[config.mk]
export PLATFORM = sky130hd
export DESIGN_NAME = line_printer_sync
export DESIGN_NICKNAME = d
export VERILOG_FILES = /design/src/line_printer_sync_pkg.sv /design/src/line_printer_sync.sv
export SDC_FILE = /design/constraint.sdc
export NUM_CORES = 2
export LEC_CHECK = 0
export BUFFER_PORTS_ARGS = -buffer_cell sky130_fd_sc_hd__buf_2
export CAP_MARGIN = 20
export CORE_MARGIN = 10
export CORE_UTILIZATION = 55
export CTS_CLUSTER_SIZE = 25
export DETAILED_ROUTE_END_ITERATION = 7
export PLACE_DENSITY = 0.82
export SYNTH_ARGS = -nofsm -noshare
export SYNTH_HDL_FRONTEND = slang
export SYNTH_SLANG_ARGS = --single-unit
[constraint.sdc]
create_clock -name clk_sys -period 13.3 [get_ports clk_sys]
set_clock_uncertainty 0.2 [all_clocks]
set_input_delay 3.325 -clock clk_sys [delete_from_list [all_inputs] [get_ports clk_sys]]
set_output_delay 3.325 -clock clk_sys [all_outputs]
set_load 0.01 [all_outputs]
[src/line_printer_sync_pkg.sv]
// constants for the drum line printer synchronizer
package line_printer_sync_pkg;
   // register byte offsets
   localparam logic [7:0] OFS_CMD    = 8'h00;
   localparam logic [7:0] OFS_STATUS = 8'h04;
   localparam logic [7:0] OFS_CTRL   = 8'h08;
   localparam logic [7:0] OFS_DRUM   = 8'h0C;
   // status bit positions
   localparam int SB_DONE  = 0;
   localparam int SB_DERR  = 1;
   localparam int SB_FAULT = 2;
   localparam int SB_LOWP  = 3;
   localparam int SB_STBY  = 4;
   localparam int SB_BUSY  = 5;
   localparam int SB_PAPER = 6;
   // function_spec_word fields, bit n of the word sits at index n-1
   localparam int FS_LINES_LO = 18;
   localparam int FS_PRINT    = 17;
   localparam int FS_IRQ      = 15;
   localparam int FS_ADDR_LO  = 0;
   // stored word: check pair above sign above four 6-bit characters
   localparam int WD_CHECK_LO = 25;
   localparam int WD_SIGN     = 24;
   // reset values
   localparam logic [26:0] CMD_RST  = 27'h0000000;
   localparam logic        CTRL_RST = 1'b0;
   // line geometry
   localparam int LINE_WORDS = 32;
   localparam int LINE_COLS  = 128;
   localparam int DRUM_ROWS  = 51;
   // paper timing in microseconds, clock period in nanoseconds
   localparam int CLK_NS      = 10;
   localparam int FIRST_US    = 10000;
   localparam int LINE6_US    = 8300;
   localparam int LINE8_US    = 6250;
   localparam int SETTLE_US   = 10000;
   localparam int RUNAWAY_US  = 1500000;
   localparam int FIRST_CYC   = FIRST_US * 1000 / CLK_NS;
   localparam int LINE6_CYC   = LINE6_US * 1000 / CLK_NS;
   localparam int LINE8_CYC   = LINE8_US * 1000 / CLK_NS;
   localparam int SETTLE_CYC  = SETTLE_US * 1000 / CLK_NS;
   localparam int RUNAWAY_CYC = RUNAWAY_US * 1000 / CLK_NS;
   // character code of each drum row, row 0 first
   localparam logic [5:0] DRUM_CODES [DRUM_ROWS] = '{
      6'h01, 6'h02, 6'h03, 6'h04, 6'h05, 6'h06, 6'h07, 6'h08, 6'h09,
      6'h0A, 6'h0B, 6'h0C, 6'h0D, 6'h0E, 6'h0F, 6'h10, 6'h11, 6'h12,
      6'h14, 6'h15, 6'h16, 6'h17, 6'h18, 6'h19, 6'h1A, 6'h1B, 6'h1C,
      6'h1D, 6'h21, 6'h22, 6'h24, 6'h25, 6'h26, 6'h27, 6'h28, 6'h29,
      6'h2A, 6'h2B, 6'h2C, 6'h31, 6'h32, 6'h33, 6'h34, 6'h35, 6'h36,
      6'h37, 6'h38, 6'h39, 6'h3A, 6'h3B, 6'h3C};
endpackage

[src/line_printer_sync.sv]
// printer synchronizer: command, paper, fetch, drum, hammers
// Operation
// - fetch 32 consecutive words, check each mod 3
// - ignore sign bit, use character fields
// - decode zone+numeric; nonprinting codes never strike
// - track drum row at printing position
// - strike every column matching drum row
// - line done when all printable struck
// - first line advance takes 10 ms
// - further lines 8.3 or 6.25 ms
// - settle 10 ms after paper moves, before any strike
// - low paper signals processor with interrupt
// - runaway over 1.5 s stops paper, alerts
// - take command after line, clear interlock
// - command error sets data error and interlock
// - load words during advance, print afterwards
// - completion with interrupt bit sets completion
// - fault during printing sets fault, interrupts
// - completion set blocks resetting and fetching
// - bit 18 prints or only advances
// - completion interrupt only when bit 16
// - bits 1-15 start address, 32 words
// - data error interrupts, stops memory access
// - low paper stops memory access until cleared
`timescale 1ns/1ps
module line_printer_sync
   import line_printer_sync_pkg::*;
#(
   parameter int FIRST_CNT   = FIRST_CYC,
   parameter int LINE6_CNT   = LINE6_CYC,
   parameter int LINE8_CNT   = LINE8_CYC,
   parameter int SETTLE_CNT  = SETTLE_CYC,
   parameter int RUNAWAY_CNT = RUNAWAY_CYC
) (
   // clock, reset, enable
   input  wire logic         clk_sys,
   input  wire logic         rst,
   input  wire logic         ce,
   // axi4-lite slave
   input  wire logic [7:0]   awaddr,
   input  wire logic         awvalid,
   output logic              awready,
   input  wire logic [31:0]  wdata,
   input  wire logic [3:0]   wstrb,
   input  wire logic         wvalid,
   output logic              wready,
   output logic [1:0]        bresp,
   output logic              bvalid,
   input  wire logic         bready,
   input  wire logic [7:0]   araddr,
   input  wire logic         arvalid,
   output logic              arready,
   output logic [31:0]       rdata,
   output logic [1:0]        rresp,
   output logic              rvalid,
   input  wire logic         rready,
   // memory read channel
   output logic              memReq,
   output logic [14:0]       memAddr,
   input  wire logic         memAck,
   input  wire logic [26:0]  memData,
   input  wire logic         memAddrErr,
   // printer pins
   input  wire logic         drumIndexPin,
   input  wire logic         drumRowPin,
   input  wire logic         eightLpiPin,
   input  wire logic         lowPaperPin,
   input  wire logic         faultPin,
   input  wire logic         paperMovingPin,
   output logic              paperDrive,
   output logic [127:0]      hammerFire,
   output logic              irq
);
   localparam int CW = 28;
   // counts must fit the timer and never be zero
   if (FIRST_CNT < 1 || LINE6_CNT < 1 || LINE8_CNT < 1 || SETTLE_CNT < 1 ||
       RUNAWAY_CNT < 1 || RUNAWAY_CNT >= 2**CW || FIRST_CNT >= 2**CW ||
       SETTLE_CNT >= 2**CW || LINE6_CNT >= 2**CW || LINE8_CNT >= 2**CW)
      $error("line_printer_sync: timing count out of range");
   typedef enum {IDLE, ADVANCE, SETTLE, PRINT, FINISH} state_t;
   // remainder of a value by three
   function automatic logic [1:0] mod3(input logic [24:0] v);
      return 2'(v % 25'd3);
   endfunction
   // true for codes that put ink on paper
   function automatic logic strikes(input logic [5:0] c);
      return !(c == 6'h00 || c == 6'h20 || c == 6'h30 || c == 6'h13 || c == 6'h23 ||
               (c[5] && c[3:0] >= 4'hD) || (c[5:4] == 2'b01 && c[3:0] >= 4'hE));
   endfunction
   state_t      state_reg;
   logic [26:0] cmd_reg;
   logic        standby_reg, done_reg, derr_reg, fault_reg, lowp_reg, enable_reg;
   logic [5:0]  linesLeft_reg, fetchIdx_reg, row_reg, pinMeta, pinSync, pinLast;
   logic        doPrint_reg, wantIrq_reg, moved_reg;
   logic [CW-1:0] timer_reg, runCnt_reg;
   logic        paperDrive_reg, memReq_reg, irq_reg, strikeNow_reg, arready_reg, rvalid_reg;
   logic [14:0] memAddr_reg;
   logic [5:0]  lineChars [LINE_COLS];
   logic [127:0] pending_reg, hammer_reg;
   // axi state
   logic        awready_reg, wready_reg, bvalid_reg, awHeld_reg, wHeld_reg;
   logic [1:0]  bresp_reg, rresp_reg;
   logic [7:0]  awAddr_reg;
   logic [31:0] wData_reg, rdata_reg;
   logic [3:0]  wStrb_reg;
   // pin sync: meta feeds only the sync stage
   always_ff @(posedge clk_sys) begin
      if (rst) begin
         pinMeta <= 6'h00;
         pinSync <= 6'h00;
         pinLast <= 6'h00;
      end else if (ce) begin
         pinMeta <= {paperMovingPin, faultPin, lowPaperPin,
                     eightLpiPin, drumIndexPin, drumRowPin};
         pinSync <= pinMeta;
         pinLast <= pinSync;
      end
   end
   // synced pin levels and drum edges
   wire rowEdge   = pinSync[0] & ~pinLast[0];
   wire indexEdge = pinSync[1] & ~pinLast[1];
   wire eightLpi  = pinSync[2];
   wire lowPaper  = pinSync[3];
   wire faultIn   = pinSync[4];
   wire moving    = pinSync[5];
   // command decode and word checks
   wire fsBad    = mod3(cmd_reg[24:0]) != cmd_reg[26:WD_CHECK_LO];
   wire [5:0] fsLines = cmd_reg[FS_LINES_LO +: 6];
   wire fsPrint  = cmd_reg[FS_PRINT];
   wire fsIrq    = cmd_reg[FS_IRQ];
   wire [14:0] fsAddr = cmd_reg[FS_ADDR_LO +: 15];
   wire busy     = state_reg != IDLE;
   // held indicators block any further memory traffic
   wire blocked  = done_reg | derr_reg | fault_reg | lowp_reg;
   wire take     = !busy && standby_reg && enable_reg && !blocked;
   wire wordIn   = memReq_reg && memAck;
   wire wordBad  = memAddrErr ||
                   mod3(memData[24:0]) != memData[26:WD_CHECK_LO];
   wire runaway  = runCnt_reg == CW'(RUNAWAY_CNT);
   wire derrSet  = (take && fsBad) || (busy && wordIn && wordBad);
   wire faultSet = !derrSet && busy && (faultIn || runaway);
   wire finish   = state_reg == FINISH;
   wire doneSet  = finish && wantIrq_reg && !done_reg;
   wire lowpSet  = finish && lowPaper;
   wire abort    = derrSet || faultSet;
   wire fetched  = fetchIdx_reg == 6'(LINE_WORDS);
   wire [CW-1:0] perLine = eightLpi ? CW'(LINE8_CNT - 1) : CW'(LINE6_CNT - 1);
   // columns whose character is under the hammer now
   wire [5:0] drumCode = DRUM_CODES[row_reg];
   logic [127:0] hit;
   for (genvar c = 0; c < LINE_COLS; c++) begin : g_col
      assign hit[c] = pending_reg[c] && lineChars[c] == drumCode;
   end
   wire striking = state_reg == PRINT && strikeNow_reg;
   // drum row tracking from index and row pulses
   always_ff @(posedge clk_sys) begin
      if (rst) begin
         row_reg <= 6'h00;
         strikeNow_reg <= 1'b0;
      end else if (ce) begin
         if (indexEdge)
            row_reg <= 6'h00;
         else if (rowEdge)
            row_reg <= (row_reg == 6'(DRUM_ROWS - 1)) ? 6'h00 : row_reg + 6'h01;
         strikeNow_reg <= indexEdge | rowEdge;
      end
   end
   // hammers fire one cycle per row step; flags stop restrikes
   always_ff @(posedge clk_sys) begin
      if (rst)
         hammer_reg <= '0;
      else if (ce)
         hammer_reg <= striking ? hit : '0;
   end
   // line store: chars and per-column pending strike flags
   always_ff @(posedge clk_sys) begin
      if (rst) begin
         pending_reg <= '0;
      end else if (ce) begin
         if (take)
            pending_reg <= '0;
         else if (striking)
            pending_reg <= pending_reg & ~hit;
         if (busy && wordIn && !wordBad) begin
            for (int k = 0; k < 4; k++) begin
               // sign bit 24 is not used for characters, only in the mod 3 check
               lineChars[{fetchIdx_reg[4:0], 2'(k)}] <= memData[23 - 6*k -: 6];
               pending_reg[{fetchIdx_reg[4:0], 2'(k)}] <=
                  strikes(memData[23 - 6*k -: 6]);
            end
         end
      end
   end
   // word fetch runs alongside the paper advance
   always_ff @(posedge clk_sys) begin
      if (rst) begin
         memReq_reg <= 1'b0;
         memAddr_reg <= 15'h0000;
         fetchIdx_reg <= 6'h00;
      end else if (ce) begin
         if (abort) begin
            memReq_reg <= 1'b0;
         end else if (take) begin
            memReq_reg <= fsPrint;
            memAddr_reg <= fsAddr;
            fetchIdx_reg <= 6'h00;
         end else if (busy && wordIn) begin
            fetchIdx_reg <= fetchIdx_reg + 6'h01;
            memAddr_reg <= memAddr_reg + 15'h0001;
            if (fetchIdx_reg == 6'(LINE_WORDS - 1))
               memReq_reg <= 1'b0;
         end
      end
   end
   // runaway watch on continuous paper motion
   always_ff @(posedge clk_sys) begin
      if (rst)
         runCnt_reg <= '0;
      else if (ce)
         runCnt_reg <= (paperDrive_reg || moving) && !runaway ?
                       runCnt_reg + CW'(1) : '0;
   end
   // sequencer: advance, settle, print, finish
   always_ff @(posedge clk_sys) begin
      if (rst) begin
         state_reg <= IDLE;
         paperDrive_reg <= 1'b0;
      end else if (ce) begin
         if (abort) begin
            // a runaway or error stops the paper at once
            state_reg <= IDLE;
            paperDrive_reg <= 1'b0;
         end else begin
            case (state_reg)
               IDLE: begin
                  if (take && !fsBad) begin
                     state_reg <= ADVANCE;
                     linesLeft_reg <= fsLines;
                     doPrint_reg <= fsPrint;
                     wantIrq_reg <= fsIrq;
                     moved_reg <= fsLines != 6'h00;
                     paperDrive_reg <= fsLines != 6'h00;
                     timer_reg <= CW'(FIRST_CNT - 1);
                  end
               end
               ADVANCE: begin
                  if (!moved_reg || (timer_reg == '0 && linesLeft_reg <= 6'h01)) begin
                     state_reg <= SETTLE;
                     linesLeft_reg <= 6'h00;
                     paperDrive_reg <= 1'b0;
                     timer_reg <= moved_reg ? CW'(SETTLE_CNT - 1) : '0;
                  end else if (timer_reg == '0) begin
                     linesLeft_reg <= linesLeft_reg - 6'h01;
                     timer_reg <= perLine;
                  end else begin
                     timer_reg <= timer_reg - CW'(1);
                  end
               end
               SETTLE: begin
                  if (timer_reg != '0)
                     timer_reg <= timer_reg - CW'(1);
                  else if (!doPrint_reg)
                     state_reg <= FINISH;
                  else if (fetched)
                     state_reg <= PRINT;
               end
               PRINT: begin
                  if (pending_reg == '0)
                     state_reg <= FINISH;
               end
               FINISH: state_reg <= IDLE;
               default: state_reg <= IDLE;
            endcase
         end
      end
   end
   // axi decode: write side
   wire [31:0] byteMask = {{8{wStrb_reg[3]}}, {8{wStrb_reg[2]}},
                           {8{wStrb_reg[1]}}, {8{wStrb_reg[0]}}};
   wire wrGo     = awHeld_reg && wHeld_reg && !bvalid_reg;
   wire wrCmd    = wrGo && awAddr_reg == OFS_CMD;
   wire wrStatus = wrGo && awAddr_reg == OFS_STATUS && wStrb_reg[0];
   wire wrCtrl   = wrGo && awAddr_reg == OFS_CTRL && wStrb_reg[0];
   wire wrMapped = awAddr_reg == OFS_CMD || awAddr_reg == OFS_STATUS ||
                   awAddr_reg == OFS_CTRL || awAddr_reg == OFS_DRUM;
   wire [26:0] cmdMerged = 27'((cmd_reg & ~byteMask[26:0]) |
                               (wData_reg[26:0] & byteMask[26:0]));
   wire [3:0] clrBits = wrStatus ? wData_reg[3:0] : 4'h0;
   wire wrCmdAny = wrCmd && wStrb_reg != 4'h0;
   // indicators: hardware set wins over software clear
   always_ff @(posedge clk_sys) begin
      if (rst) begin
         cmd_reg <= CMD_RST;
         enable_reg <= CTRL_RST;
         standby_reg <= 1'b0;
         done_reg <= 1'b0;
         derr_reg <= 1'b0;
         fault_reg <= 1'b0;
         lowp_reg <= 1'b0;
         irq_reg <= 1'b0;
      end else if (ce) begin
         if (wrCmd)
            cmd_reg <= cmdMerged;
         if (wrCtrl)
            enable_reg <= wData_reg[0];
         if (wrCmdAny || derrSet)
            standby_reg <= 1'b1;
         else if (take)
            standby_reg <= 1'b0;
         done_reg  <= doneSet  | (done_reg  & ~clrBits[SB_DONE]);
         derr_reg  <= derrSet  | (derr_reg  & ~clrBits[SB_DERR]);
         fault_reg <= faultSet | (fault_reg & ~clrBits[SB_FAULT]);
         lowp_reg  <= lowpSet  | (lowp_reg  & ~clrBits[SB_LOWP]);
         irq_reg   <= derrSet | faultSet | doneSet | lowpSet;
      end
   end
   // axi write channels, either order, response after both
   always_ff @(posedge clk_sys) begin
      if (rst) begin
         awready_reg <= 1'b1;
         wready_reg <= 1'b1;
         awHeld_reg <= 1'b0;
         wHeld_reg <= 1'b0;
         bvalid_reg <= 1'b0;
      end else if (ce) begin
         if (awvalid && awready_reg) begin
            awAddr_reg <= awaddr;
            awHeld_reg <= 1'b1;
            awready_reg <= 1'b0;
         end
         if (wvalid && wready_reg) begin
            wData_reg <= wdata;
            wStrb_reg <= wstrb;
            wHeld_reg <= 1'b1;
            wready_reg <= 1'b0;
         end
         if (wrGo) begin
            bvalid_reg <= 1'b1;
            bresp_reg <= wrMapped ? 2'b00 : 2'b10;
            awHeld_reg <= 1'b0;
            wHeld_reg <= 1'b0;
         end
         if (bvalid_reg && bready) begin
            bvalid_reg <= 1'b0;
            awready_reg <= 1'b1;
            wready_reg <= 1'b1;
         end
      end
   end
   // axi read decode
   wire [31:0] statusWord = {25'h0000000, paperDrive_reg, busy, standby_reg,
                             lowp_reg, fault_reg, derr_reg, done_reg};
   wire [31:0] drumWord = {18'h00000, fetchIdx_reg, 2'b00, row_reg};
   wire rdCmd    = araddr == OFS_CMD;
   wire rdStatus = araddr == OFS_STATUS;
   wire rdCtrl   = araddr == OFS_CTRL;
   wire rdDrum   = araddr == OFS_DRUM;
   wire [31:0] rdMux = rdCmd    ? {5'h00, cmd_reg} :
                       rdStatus ? statusWord :
                       rdCtrl   ? {31'h00000000, enable_reg} :
                       rdDrum   ? drumWord : 32'h00000000;
   // axi read channel, one transfer at a time
   always_ff @(posedge clk_sys) begin
      if (rst) begin
         arready_reg <= 1'b1;
         rvalid_reg <= 1'b0;
      end else if (ce) begin
         if (arvalid && arready_reg) begin
            arready_reg <= 1'b0;
            rvalid_reg <= 1'b1;
            rdata_reg <= rdMux;
            rresp_reg <= (rdCmd | rdStatus | rdCtrl | rdDrum) ? 2'b00 : 2'b10;
         end else if (rvalid_reg && rready) begin
            rvalid_reg <= 1'b0;
            arready_reg <= 1'b1;
         end
      end
   end
   // outputs straight from flops
   assign awready    = awready_reg;
   assign wready     = wready_reg;
   assign bvalid     = bvalid_reg;
   assign bresp      = bresp_reg;
   assign arready    = arready_reg;
   assign rvalid     = rvalid_reg;
   assign rdata      = rdata_reg;
   assign rresp      = rresp_reg;
   assign memReq     = memReq_reg;
   assign memAddr    = memAddr_reg;
   assign paperDrive = paperDrive_reg;
   assign hammerFire = hammer_reg;
   assign irq        = irq_reg;
endmodule

==> impl_metrics.env <==
export IMPL_run_status="complete, no violations"
export IMPL_worstSetupPathType="input pin to register"
export IMPL_timing_slew_headroom_pct=21.45
export IMPL_final_cell_count_without_fillers=6328
export IMPL_num_rows=117
export IMPL_global_route_overflow_total=0
export IMPL_htree_levels=3
export IMPL_antenna_violating_nets_post_route=0
export IMPL_post_route_drc_count=0
export IMPL_vias_per_cell=6.474
export IMPL_post_cts_resize_count=0
export IMPL_crit_path_slowest_cell="sky130_fd_sc_hd__nand3_2"
export IMPL_critical_path_arrival_ns=11.92
export IMPL_slew_violations=0
export IMPL_timing_final_hold_violations=0
export IMPL_critical_path_max_fanout=17
export IMPL_post_route_cells_drive_above_1_share_pct=14.08
export IMPL_grt_max_degree=129
export IMPL_finish_net_count=4972
export IMPL_cts_root_buffer_cell="sky130_fd_sc_hd__clkbuf_16"
export IMPL_synth_async_sr_flop_share_pct=0
export IMPL_leakagePower_nw=20.47
export IMPL_crit_top_cell="sky130_fd_sc_hd__o21ai_0"
export IMPL_power_ir_vdd_worst_mv=0.1228
export IMPL_worst_setup_path_start_kind="input pin"
export IMPL_largest_reg_flops=768
export IMPL_family_with_the_most_delay_on_the_worst_path="compound AO/OA/AOI/OAI gates"
export IMPL_initialDrtViolationCount=5242
export IMPL_max_cap_viol_count=0
export IMPL_routed_wire_length_per_instance_um=26.22
export IMPL_clkSlewWorstSetupHoldPaths_ns=0.07
export IMPL_antenna_found_initial=19
export IMPL_postCtsHoldBufs=0
export IMPL_numPortBuffers=269
export IMPL_cts_sink_cnt=1245
export IMPL_clock_period_minus_worst_slack_ns=11.55
export IMPL_layout_worst_path_cycle_share_pct=86.82
export IMPL_critical_path_required_ns=13.68
export IMPL_number_of_synthesized_register_bits=1245
export IMPL_areaGrowthSynthToFinish_pct=12.19
export IMPL_core_area_um2=101900
export IMPL_fin_setup_tns_ns=0
export IMPL_worst_slack_at_placement_ns=1.172
export IMPL_synth_edff_count=873
export IMPL_timing_critical_path_slowest_cell_delay_ns=0.58
export IMPL_portion_of_synthesized_cell_area_occupied_by_the_leading_cell_type_pct=46.41
export IMPL_hold_slack_ns=0.2631
export IMPL_hpwlAfterDp_mm=102.4
export IMPL_cp_num_buf_inv=2
export IMPL_die_area_um2=115900
export IMPL_gr_usage_all_layers_pct=27.40
export IMPL_tritoncts_num_buffers=117
export IMPL_first_global_vias=39508
export IMPL_cts_tree="done"
export IMPL_pwr_per_cell_area_nw_per_um2=125.1
export IMPL_tightest_hold_check_type="register to register"
export IMPL_ys_warnings_count=0
export IMPL_post_route_worst_setup_slack_ns=1.754
export IMPL_synth_cell_types=118
export IMPL_worst_slew_pin_transition_ns=1.167
export IMPL_ios=282
export IMPL_initial_utilization_pct=55.44
export IMPL_routed_wirelength_mm=165.9
export IMPL_post_synth_top_area_cell="sky130_fd_sc_hd__edfxtp_1"
export IMPL_detailroute_via_count=40965
export IMPL_detail_route_first_pass_iterations=6
export IMPL_detailed_place_area_um2=59380
export IMPL_post_synth_main_area_contributors="sky130_fd_sc_hd__edfxtp_1, sky130_fd_sc_hd__dfxtp_1, sky130_fd_sc_hd__xor2_1"
export IMPL_synth_yosys_seq_area_share_pct=59.59
export IMPL_max_clock_freq_mhz=86.61
export IMPL_ys_dominant_reg_cell="sky130_fd_sc_hd__edfxtp_1"
export IMPL_place_congestion=0.8927
export IMPL_dieHeight_um=340.5
export IMPL_cts_post_setup_buffers_inserted=0
export IMPL_postSynthCellCount=4652
export IMPL_rsz0062_at_grt="no"
export IMPL_placedCellCount=6103
export IMPL_syn_area_per_cell_um2=12.14
export IMPL_die_width_um=340.5
export IMPL_worst_setup_path_end_kind="register"
export IMPL_clk_path_buf_depth=3
export IMPL_final_setup_viol_count=0
export IMPL_insertion_delay_ns=0.74
export IMPL_first_pass_grt_wire_length_mm=244.2
export IMPL_final_design_area_no_fill_um2=63370
export IMPL_syn_cell_area_um2=56490
-- where the power goes --
part	switching [mW]	internal, mW
logic	0.268	0.0935
clock network	1.48	1.94
registers	0.00585	4.15
total	1.75	6.18
-- stage by stage --
step                power (mW)  utilization (%)
floorplan                4.430                -
global placement         4.574            58.28
detailed placement       4.583            58.28
CTS                      7.937            62.19
global route             8.113            62.20
finish                   7.931            62.20
-- final cells by class --
| type | instances | area (um2) |
|---|---|---|
| flip-flops and latches | 1245 | 33660 |
| inverters | 42 | 157.7 |
| repair buffers | 371 | 2167 |
| multi-input cells | 3078 | 21690 |
| clock buffers | 159 | 3332 |
| fillers | 7411 | 38510 |
| diodes | 2 | 5.005 |
| clock inverters | 63 | 651.9 |
| well taps | 1368 | 1712 |
-- final timing paths --
| kind | from | to | slack, ns | depth (start not counted) |
|---|---|---|---|---|
| setup / recovery | memData[21] | pending_reg[31] | 1.75 | 29 |
| hold / removal | hammerFire[84] | hammerFire[84] | 0.26 | 1 |
| setup reg to reg | register | timer_reg[12] | 4.10 | 28 |
| hold reg to reg | hammerFire[84] | hammerFire[84] | 0.26 | 1 |
-- worst register-to-register path: cells and delay by family (launching register included) --
family / cells / cell delay, ns
compound gates: 12 / 3.64
simple gates: 12 / 2.97
flops: 1 / 0.65
mux: 2 / 0.64
buf+inv: 1 / 0.38
fa+ha+maj: 1 / 0.35
-- synthesized netlist by cell type (all sizes together), types with 9 or more instances --
cell type  count
inv           42
nand2        320
nand3        130
a211oi        12
or2           18
and2          36
nand3b        13
o22ai         11
nor4         177
buf          110
a31oi         29
and3          26
a21oi        129
clkbuf       183
nor3b         19
mux2i         25
a32o          98
a21o          15
or4           11
nor2         207
dfxtp        372
edfxtp       873
nand4        171
nor4b         13
o221ai       138
nor3          67
ha            22
o21ai        114
xor2         549
nor2b         24
a22oi         18
mux2          11
o21a           9
nand2b       172
o211ai        19
xnor2        298
or3           24
o31ai         13
-- layout by cell type (no fill, tap or decap), types with 44 or more instances in the layout --
master / n
sky130_fd_sc_hd__inv_1: 44
sky130_fd_sc_hd__nand2b_1: 171
sky130_fd_sc_hd__a32o_1: 98
sky130_fd_sc_hd__nor2_1: 169
sky130_fd_sc_hd__xnor2_1: 298
sky130_fd_sc_hd__dfxtp_1: 372
sky130_fd_sc_hd__nor4_1: 174
sky130_fd_sc_hd__buf_2: 267
sky130_fd_sc_hd__nand3_1: 126
sky130_fd_sc_hd__edfxtp_1: 873
sky130_fd_sc_hd__xor2_1: 549
sky130_fd_sc_hd__o21ai_0: 99
sky130_fd_sc_hd__nand2_1: 320
sky130_fd_sc_hd__clkbuf_16: 122
sky130_fd_sc_hd__nor3_1: 64
sky130_fd_sc_hd__a21oi_1: 128
sky130_fd_sc_hd__buf_4: 99
sky130_fd_sc_hd__o221ai_1: 134
sky130_fd_sc_hd__nand4_1: 171
-- cell families after synthesis --
| logic type | share of synthesized area (%) |
|---|---|
| compound gates | 9.748 |
| xor+xnor | 13.13 |
| fa+ha+maj | 0.5050 |
| buf+inv | 2.485 |
| flops | 59.59 |
| mux | 0.7154 |
| other cells | 0.006638 |
| simple gates | 13.82 |
-- routing by layer --
layer | track usage, % | share of wire, %
met1 | 35.44 | 37
met2 | 43.68 | 46
met3 | 7.036 | 13
met4 | 11.28 | 4.4
met5 | 0 | 0.075
(Power assumes the default switching activity.)
